### config.mk
export PLATFORM = sky130hd
export DESIGN_NAME = sac_control
export DESIGN_NICKNAME = d
export VERILOG_FILES = /design/src/shared/sac_pkg.sv /design/src/design/sac_control.sv
export SDC_FILE = /design/constraint.sdc
export NUM_CORES = 1
export LEC_CHECK = 0
export BUFFER_PORTS_ARGS = -buffer_cell sky130_fd_sc_hd__buf_2
export CAP_MARGIN = 20
export CORE_MARGIN = 2
export CORE_UTILIZATION = 35
export CTS_CLUSTER_SIZE = 20
export DETAILED_ROUTE_END_ITERATION = 10
export GPL_TIMING_DRIVEN = 0
export SETUP_SLACK_MARGIN = 0.5
export SLEW_MARGIN = 0
export SYNTH_ARGS = -nofsm -noshare
export SYNTH_HDL_FRONTEND = slang
export SYNTH_SLANG_ARGS = --single-unit
### constraint.sdc
create_clock -name clk -period 2.3 [get_ports clk]
set_input_delay 0.345 -clock clk [delete_from_list [all_inputs] [get_ports clk]]
set_output_delay 0.345 -clock clk [all_outputs]
set_load 0.02 [all_outputs]
### src/shared/sac_pkg.sv
// package for the sar converter control logic: map, fields, codes
`default_nettype none
package sac_pkg;
    // register addresses
    localparam logic [31:0] ADDR_CONTROL = 32'hffff0500;
    localparam logic [31:0] ADDR_POS_SEL = 32'hffff0504;
    localparam logic [31:0] ADDR_NEG_SEL = 32'hffff0508;
    localparam logic [31:0] ADDR_STATUS = 32'hffff050c;
    localparam logic [31:0] ADDR_RESULT = 32'hffff0510;
    localparam logic [31:0] ADDR_IF_RESET = 32'hffff0514;
    // reset values
    localparam logic [15:0] CONTROL_RESET = 16'h0600;
    localparam logic [4:0] POS_SEL_RESET = 5'h00;
    localparam logic [4:0] NEG_SEL_RESET = 5'h01;
    localparam logic [31:0] RESULT_RESET = 32'h00000000;
    // control word field positions
    localparam int CON_EDGE_BIT = 13;
    localparam int CON_CLK_HI = 12;
    localparam int CON_CLK_LO = 10;
    localparam int CON_ACQ_HI = 9;
    localparam int CON_ACQ_LO = 8;
    localparam int CON_START_EN_BIT = 7;
    localparam int CON_BUSY_EN_BIT = 6;
    localparam int CON_POWER_BIT = 5;
    localparam int CON_MODE_HI = 4;
    localparam int CON_MODE_LO = 3;
    localparam int CON_TRIG_HI = 2;
    localparam int CON_TRIG_LO = 0;
    localparam int CON_WIDTH = 16;
    localparam int SEL_WIDTH = 5;
    // result word layout
    localparam int RES_LO = 16;
    localparam int RES_HI = 27;
    // trigger source codes
    localparam logic [2:0] TRIG_EXT_PIN = 3'h0;
    localparam logic [2:0] TRIG_TIMER1 = 3'h1;
    localparam logic [2:0] TRIG_TIMER0 = 3'h2;
    localparam logic [2:0] TRIG_SW_SINGLE = 3'h3;
    localparam logic [2:0] TRIG_SW_CONT = 3'h4;
    localparam logic [2:0] TRIG_LOGIC_ARRAY = 3'h5;
    // input configuration codes
    localparam logic [1:0] MODE_SINGLE_ENDED = 2'h0;
    localparam logic [1:0] MODE_FULL_DIFF = 2'h1;
    localparam logic [1:0] MODE_PSEUDO_DIFF = 2'h2;
    // temperature channel and its forced timing
    localparam logic [4:0] TEMP_CHANNEL = 5'h10;
    localparam logic [1:0] TEMP_ACQ_CODE = 2'h3;
    localparam logic [2:0] TEMP_DIV_CODE = 3'h5;
    // converter clocks for bit trials and result write
    localparam logic [4:0] EXTRA_CLOCKS = 5'h13;
    // sequencer states
    typedef enum logic [2:0] {
        SAC_IDLE = 3'b001,
        SAC_ACQ = 3'b010,
        SAC_CONV = 3'b100
    } sac_state_t;
endpackage
`default_nettype wire

### src/design/sac_control.sv
// sar converter control: registers, trigger, timing and result formatting
//
// How it works
// RQ1 - converter clock is system clock divided by 1,2,4,8,16,32 per field
// RQ2 - acquisition field selects 2, 4, 8 or 16 converter clocks
// RQ3 - nineteen more converter clocks follow acquisition for trials and write
// RQ4 - temperature channel forces 16 acquisition clocks and divide by 32
// RQ5 - after temperature channel, user timing applies again to later channels
// RQ6 - control bit picks edge or level detection of external trigger
// RQ7 - starts accepted only with start enable; clearing it spares continuous runs
// RQ8 - busy pin shows busy only while its enable bit is set
// RQ9 - software powers up and waits 5 us before trusting results
// RQ10 - mode field: single-ended, fully differential, pseudo differential
// RQ11 - twelve-bit result sits in bits 16 to 27 of result word
// RQ12 - top four result word bits copy the result sign
// RQ13 - twos complement when differential, straight binary otherwise
// RQ14 - differential result is shifted one place toward the lsb
// RQ15 - starts from software, external pin, logic array or either timer
// RQ16 - positive and negative inputs chosen by two separate select registers
// RQ17 - temperature sensor is one more selectable input channel
// RQ18 - trigger field picks source; single software returns to 000 when done
// RQ19 - end of conversion sets ready and interrupts; result read clears ready
// RQ20 - busy is high for the whole conversion, low when it ends
// RQ21 - any write to interface reset register restores all register defaults
// RQ22 - continuous mode restarts after each result until trigger field changes
// RQ23 - triggers during a conversion are ignored
`default_nettype none
module sac_control (
    input wire logic clk,
    input wire logic reset_n,
    input wire logic [31:0] mmr_addr,
    input wire logic [31:0] mmr_wdata,
    input wire logic mmr_wr,
    input wire logic mmr_rd,
    output logic [31:0] mmr_rdata,
    input wire logic external_start_pin,
    input wire logic timer0_overflow,
    input wire logic timer1_overflow,
    input wire logic logic_array_start,
    input wire logic [11:0] core_result,
    output logic core_clock_strobe,
    output logic core_track,
    output logic core_convert,
    output logic core_power_up,
    output logic [sac_pkg::SEL_WIDTH-1:0] positive_input_select,
    output logic [sac_pkg::SEL_WIDTH-1:0] negative_input_select,
    output logic [1:0] core_mode,
    output logic converter_busy_output,
    output logic result_ready_flag,
    output logic conversion_done_irq
);
    import sac_pkg::*;

    typedef struct packed {
        logic [CON_WIDTH-1:0] con;
        logic [SEL_WIDTH-1:0] cp;
        logic [SEL_WIDTH-1:0] cn;
        logic [31:0] dat;
        logic ready;
        sac_state_t st;
        logic [4:0] divcnt;
        logic [4:0] phase;
        logic [4:0] acq_n;
        logic [2:0] div_code;
        logic [1:0] mode;
        logic [5:0] tick_total;
        logic [31:0] rdata;
        logic ext_sync1;
        logic ext_sync2;
        logic ext_prev;
        logic tick_q;
        logic track_q;
        logic convert_q;
        logic busy_pin;
        logic irq;
    } sac_regs_t;

    localparam sac_regs_t REGS_RESET = '{
        con: CONTROL_RESET, cp: POS_SEL_RESET, cn: NEG_SEL_RESET,
        dat: RESULT_RESET, ready: 1'b0, st: SAC_IDLE, divcnt: 5'h00,
        phase: 5'h00, acq_n: 5'h00, div_code: 3'h0, mode: 2'h0,
        tick_total: 6'h00, rdata: 32'h00000000, ext_sync1: 1'b0,
        ext_sync2: 1'b0, ext_prev: 1'b0, tick_q: 1'b0, track_q: 1'b0,
        convert_q: 1'b0, busy_pin: 1'b0, irq: 1'b0
    };

    sac_regs_t s_q;
    sac_regs_t s_d;
    logic [5:0] divisor;
    logic tick;
    logic ext_hit;
    logic trig_hit;
    logic start;
    logic done;
    logic launch;
    logic temp_sel;
    logic [11:0] field;

    // acquisition length in converter clocks for a 2-bit code
    function automatic logic [4:0] acq_clocks(input logic [1:0] code);
        acq_clocks = 5'h02 << code; // RQ2
    endfunction

    // result field for the latched mode; differential is shifted arithmetically
    function automatic logic [11:0] fmt(input logic [1:0] mode,
                                        input logic [11:0] raw);
        if (mode == MODE_FULL_DIFF) begin
            fmt = {raw[11], raw[11:1]}; // RQ13 RQ14
        end else begin
            fmt = raw; // RQ13
        end
    endfunction

    // next-state logic for the whole block
    always_comb begin
        s_d = s_q;
        // two flops before the pin is looked at
        s_d.ext_sync1 = external_start_pin;
        s_d.ext_sync2 = s_q.ext_sync1;
        s_d.ext_prev = s_q.ext_sync2;
        divisor = 6'h01 << s_q.div_code; // RQ1
        tick = (s_q.st != SAC_IDLE) &&
               (s_q.divcnt == 5'(divisor - 6'h01)); // RQ1
        ext_hit = s_q.con[CON_EDGE_BIT] ?
                  (s_q.ext_sync2 & ~s_q.ext_prev) : s_q.ext_sync2; // RQ6
        // source decode; reserved codes never start anything
        unique case (s_q.con[CON_TRIG_HI:CON_TRIG_LO])
            TRIG_EXT_PIN: trig_hit = ext_hit; // RQ15 RQ18
            TRIG_TIMER1: trig_hit = timer1_overflow; // RQ15 RQ18
            TRIG_TIMER0: trig_hit = timer0_overflow; // RQ15 RQ18
            TRIG_SW_SINGLE: trig_hit = 1'b1; // RQ15 RQ18
            TRIG_SW_CONT: trig_hit = 1'b1; // RQ15 RQ18
            TRIG_LOGIC_ARRAY: trig_hit = logic_array_start; // RQ15 RQ18
            default: trig_hit = 1'b0;
        endcase
        // only an idle converter takes a request
        start = (s_q.st == SAC_IDLE) && s_q.con[CON_START_EN_BIT] &&
                trig_hit; // RQ7 RQ23
        done = (s_q.st == SAC_CONV) && tick &&
               (s_q.phase == EXTRA_CLOCKS - 5'h01); // RQ3
        launch = start;
        temp_sel = (s_q.cp == TEMP_CHANNEL); // RQ17
        field = fmt(s_q.mode, core_result);
        s_d.irq = 1'b0;

        // converter clock divider, held at zero while idle
        if (tick || s_q.st == SAC_IDLE) begin
            s_d.divcnt = 5'h00;
        end else begin
            s_d.divcnt = s_q.divcnt + 5'h01; // RQ1
        end
        if (tick) begin
            s_d.tick_total = s_q.tick_total + 6'h01;
        end

        // sequencer
        unique case (s_q.st)
            SAC_IDLE: begin
                s_d.phase = 5'h00;
            end
            SAC_ACQ: begin
                if (tick) begin
                    if (s_q.phase == s_q.acq_n - 5'h01) begin
                        s_d.st = SAC_CONV; // RQ2
                        s_d.phase = 5'h00;
                    end else begin
                        s_d.phase = s_q.phase + 5'h01;
                    end
                end
            end
            SAC_CONV: begin
                if (tick) begin
                    s_d.phase = s_q.phase + 5'h01; // RQ3
                end
                if (done) begin
                    s_d.st = SAC_IDLE; // RQ20
                    s_d.dat = {{4{field[11]}}, field, 16'h0000}; // RQ11 RQ12
                    s_d.ready = 1'b1; // RQ19
                    s_d.irq = 1'b1; // RQ19
                    if (s_q.con[CON_TRIG_HI:CON_TRIG_LO] == TRIG_SW_SINGLE) begin
                        s_d.con[CON_TRIG_HI:CON_TRIG_LO] = TRIG_EXT_PIN; // RQ18
                    end
                    // continuous runs ignore the start enable
                    if (s_q.con[CON_TRIG_HI:CON_TRIG_LO] == TRIG_SW_CONT) begin
                        launch = 1'b1; // RQ22 RQ7
                    end
                end
            end
        endcase

        // timing is latched per conversion, so temp override ends with it
        if (launch) begin
            s_d.st = SAC_ACQ;
            s_d.phase = 5'h00;
            s_d.divcnt = 5'h00;
            s_d.tick_total = 6'h00;
            s_d.mode = s_q.con[CON_MODE_HI:CON_MODE_LO]; // RQ10
            s_d.acq_n = acq_clocks(temp_sel ? TEMP_ACQ_CODE :
                        s_q.con[CON_ACQ_HI:CON_ACQ_LO]); // RQ4 RQ5
            s_d.div_code = temp_sel ? TEMP_DIV_CODE :
                           s_q.con[CON_CLK_HI:CON_CLK_LO]; // RQ4 RQ5
        end

        // register reads answer one cycle later; unmapped reads give zero
        if (mmr_rd) begin
            unique case (mmr_addr)
                ADDR_CONTROL: s_d.rdata = {16'h0000, s_q.con};
                ADDR_POS_SEL: s_d.rdata = {27'h0000000, s_q.cp};
                ADDR_NEG_SEL: s_d.rdata = {27'h0000000, s_q.cn};
                ADDR_STATUS: s_d.rdata = {31'h00000000, s_q.ready};
                ADDR_RESULT: s_d.rdata = s_q.dat;
                default: s_d.rdata = 32'h00000000;
            endcase
            // a fresh result in the same cycle keeps the flag set
            if (mmr_addr == ADDR_RESULT && !done) begin
                s_d.ready = 1'b0; // RQ19
            end
        end

        // register writes; software beats the single-shot auto clear
        if (mmr_wr) begin
            unique case (mmr_addr)
                ADDR_CONTROL: begin
                    s_d.con = mmr_wdata[CON_WIDTH-1:0];
                    s_d.con[15:14] = 2'h0;
                end
                ADDR_POS_SEL: s_d.cp = mmr_wdata[SEL_WIDTH-1:0]; // RQ16
                ADDR_NEG_SEL: s_d.cn = mmr_wdata[SEL_WIDTH-1:0]; // RQ16
                ADDR_IF_RESET: begin
                    s_d = REGS_RESET; // RQ21
                    s_d.ext_sync1 = external_start_pin;
                    s_d.ext_sync2 = s_q.ext_sync1;
                    s_d.ext_prev = s_q.ext_sync2;
                end
                default: ;
            endcase
        end

        // registered pin and core strobes
        s_d.tick_q = tick;
        s_d.track_q = (s_d.st == SAC_ACQ);
        s_d.convert_q = (s_d.st == SAC_CONV);
        s_d.busy_pin = s_d.con[CON_BUSY_EN_BIT] &&
                       (s_d.st != SAC_IDLE); // RQ8 RQ20
    end

    // single state register
    always_ff @(posedge clk or negedge reset_n) begin
        if (!reset_n) begin
            s_q <= REGS_RESET;
        end else begin
            s_q <= s_d;
        end
    end

    // outputs straight from flops
    assign mmr_rdata = s_q.rdata;
    assign core_clock_strobe = s_q.tick_q;
    assign core_track = s_q.track_q;
    assign core_convert = s_q.convert_q;
    assign core_power_up = s_q.con[CON_POWER_BIT]; // RQ9
    assign positive_input_select = s_q.cp;
    assign negative_input_select = s_q.cn;
    assign core_mode = s_q.mode;
    assign converter_busy_output = s_q.busy_pin;
    assign result_ready_flag = s_q.ready;
    assign conversion_done_irq = s_q.irq;
endmodule
`default_nettype wire

==> summary.md <==
| Metric | Value |
|---|---|
| Crit Path Class | reg2reg |
| Routed WL | 18000 um |
| Cell taking the most area after synthesis | dfrtp_1 |
| Antenna fix cells | 0 |
| Worst path slowest cell | or4b_4 |
| Die H | about 130 um |
| Arrival @ worst endpoint | 2.48 ns |
| Placer Congestion | 0.834 |
| Final HPWL DP | 11400 um |
| Tot GR Track Use | roughly 20% |
| Int Pwr | 4170 uW |
| DRC viols | 0 |
| First-pass DRT Iterations | 6 |
| First-pass GRT wire length | 27600 um |
| Worst-path fanout max | 6 |
| Root buffer cell | clkbuf_16 |
| Layout cells sized above 1 | 50.7% |
| Post-synth EDFFs | 0 |
| Layout area overhead | 49.5% |
| Grt total ovfl | 0 |
| Row count | 47 |
| Peak VDD IR | 0.579 mV |
| Max Cap Viol | 0 |
| Clock Power Share | 55.9% |
| Top-area cell type share of the netlist area | 48.9% |
| Vias in the first global route | 5291 |
| Sw power | roughly 1200 uW |
| Power share of the sequential group | around 40% |
| Setup Skew | 0.00786 ns |
| Core outline area | 0.0166 mm2 |
| Placed Area | 0.00687 mm2 |
| Syn_nets | 676 |
| Asr flop ratio synth | 100% |
| Relative slew slack | between 50% and 60% |
| Initial antenna violation count | 0 |
| Tot Pwr | between 5000 and 6000 uW |
| Post-synthesis register bit count | 120 |
| Top post-synthesis cells by area | dfrtp_1 (49%), buf_4 (5.8%), nor2_1 (5.2%) |
| WP data required | 2.65 ns |
| Port Buf Inserts | between 100 and 150 |
| Switching Share | 21.8% |
| H-tree level count | 4 |
| Final worst-path cycle share | between 90% and 100% |
| Final hold vios | 0 |
| WHS | 0.0362 ns |
| Synth Cell Area | 0.00593 mm2 |
| Cts bufs inserted | 17 |
| Synth Flop Type | dfrtp_1 |
| CTS tree | built |
| Worst Hold Class | in2reg |
| Synth Instances | 588 |
| Final instance area | 0.00887 mm2 |
| Die width | about 130 um |
| Gate power share | 3.9% |
| Final net count | 854 |
| Commonest cells in the netlist | dfrtp_1 (116), nor2_1 (82), buf_4 (46), nand2_1 (46), a22oi_1 (24) |
| Starting DRT DRC Count | 446 |
| DR vias/cell | 5.17 |
| RSZ-0062 raised after global routing | true |
| Synthesized area per cell | 10.1 um2 |
| Clock sink total | 120 |
| Clock Latency Late Sink | 0.42 ns |
| Cell variety after synth | 61 |
| Initial Utilization | a little over a third |
| Sequential cell area fraction in the yosys report | 50.7% |
| Top-count cell post-synth | dfrtp_1 |
| Largest net degree at the start of global routing | 77 |
| CP cell instances | o41a_1 > a32oi_4 > a21oi_2 > or4b_4 > a21oi_2 |
| Clk buf depth | 2 |
| Die area | about 0.018 mm2 |
| Crit path launch type | flop |
| CP Capture Type | flop |
| Final setup TNS | 0 ns |
| Period minus WS final | 2.13 ns |
| Clock-pin slew on the worst setup and hold paths | around 0.05 ns |
| Pwr per Cell Area | around 600 mW/mm2 |
| Run status | finished clean |
| Slowest Stage Delay on Critical Path | 0.53 ns |
| Final Max Slew Viols | 0 |
| CP dominant cell by count | a21oi_2 |
| Finish-stage setup viols | 0 |
| Num ports | 135 |
| FMAX | between 0.4 and 0.5 GHz |
| DR vias | around 5200 |
| Antenna viol nets, final | 0 |
| LEAKAGE | 0.00439 uW |
| Syn. warnings | 0 |
| Utilization after layout | 53.5% |
| Tightest Pin Transition | 0.738 ns |
| Wire per inst | 18.0 um |
## worst max-delay path: cells and delay by family (launching register included)
| kind | cells | cell delay [ns] |
|---|---|---|
| AOI/OAI and AO/OA | 4 | 1.07 |
| and+or+nand+nor | 1 | 0.53 |
| DFF | 1 | 0.46 |
## cells by family after synthesis
logic type | after synthesis | synth area share, %
AOI/OAI and AO/OA | 104 | 12.0
muxes | 37 | 6.79
DFF | 120 | 50.7
and+or+nand+nor | 210 | 17.9
xor gates and xnor gates | 16 | 2.36
buffers and inverters | 97 | 9.36
adders and majority gates | 4 | 0.843
## final timing paths
kind                                    startpoint       to  slack, ns  cells past startpoint
max in group asynchronous                  reset_n  s_q[86]       1.15                      3
min in group asynchronous                  reset_n  s_q[63]       0.43                      2
worst min-delay path            external_start_pin   s_q[7]       0.04                      1
worst min register to register              s_q[7]   s_q[6]       0.35                      0
worst max register to register             s_q[48]  s_q[53]       0.17                      5
worst max-delay path                       s_q[48]  s_q[53]       0.17                      5
## layout make-up
type                       count  area, um2
multi-input combinational    371       2970
sequential                   120       3010
fill                        1439       7710
clock inverter                14        223
timing repair buffer         159       1210
inverter                      17       63.8
clock buffer                  18        439
buffer                        80        682
tap                          220        275
## repair_timing
action / in CTS / in global routing
pin swaps: 56 / 48
hold endpoints to repair: 41 / 0
endpoints found under the setup margin: 114 / 117
gates cloned: 4 / 6
buffers inserted: 25 / 8
resized for setup: 122 / 88
hold buffers: 1 / 0
## placed cells by master (no fill, tap or decap), types with 5 or more instances in the layout
cell	count
buf_2	113
dfrtp_1	112
nor2_1	74
buf_4	66
nand2_1	34
clkbuf_16	22
a22oi_2	19
mux2i_1	19
inv_1	16
buf_6	15
a21oi_1	14
o21ai_2	11
mux2_2	11
xnor2_1	10
buf_8	10
and3_4	10
clkbuf_1	9
buf_12	9
a21oi_2	9
a222oi_1	9
nand4_1	7
nand2_2	7
and3_1	7
o21ai_0	7
nor2b_1	7
nand2_4	5
xor2_1	5
nand3_1	5
a211oi_2	5
a22oi_1	5
mux2_4	5
clkinv_4	5
bufinv_16	5
## per-stage QoR
step                      worst slack, ns  cells
final                               0.170    999
after detailed placement           -0.262    923
after CTS                           0.195    985
after global placement             -0.605    922
after floorplan                    0.0608    588
after global routing                0.117    999
## registers in the layout, indices dropped and copies added, names as in the netlist
| signal | cells |
|---|---|
| converter_busy_output | 1 |
| core_clock_strobe | 1 |
| core_track | 1 |
| positive_input_select | 5 |
| s_q | 69 |
| core_mode | 2 |
| negative_input_select | 5 |
| result_ready_flag | 1 |
| mmr_rdata | 32 |
| core_power_up | 1 |
| conversion_done_irq | 1 |
| core_convert | 1 |
## power by group through the flow
stage                     sequential [uW]  clock (uW)  combinational (uW)
final                                2140        2980                 210
after global routing                 2140        3120                 234
after CTS                            2140        3010                 207
after detailed placement             2180           0                 197
after global placement               2170           0                 185
after floorplan                      2170           0                64.9
## layer usage
metal  track usage [%]  up-vias  part of all wire (%)
li1                  -     2398                     -
met1              25.7     2550                    42
met2              32.3      189                    51
met3              4.23       24                   5.9
met4              6.61        0                   1.4
met5                 0        -                     0
(Power assumes the default switching activity.)
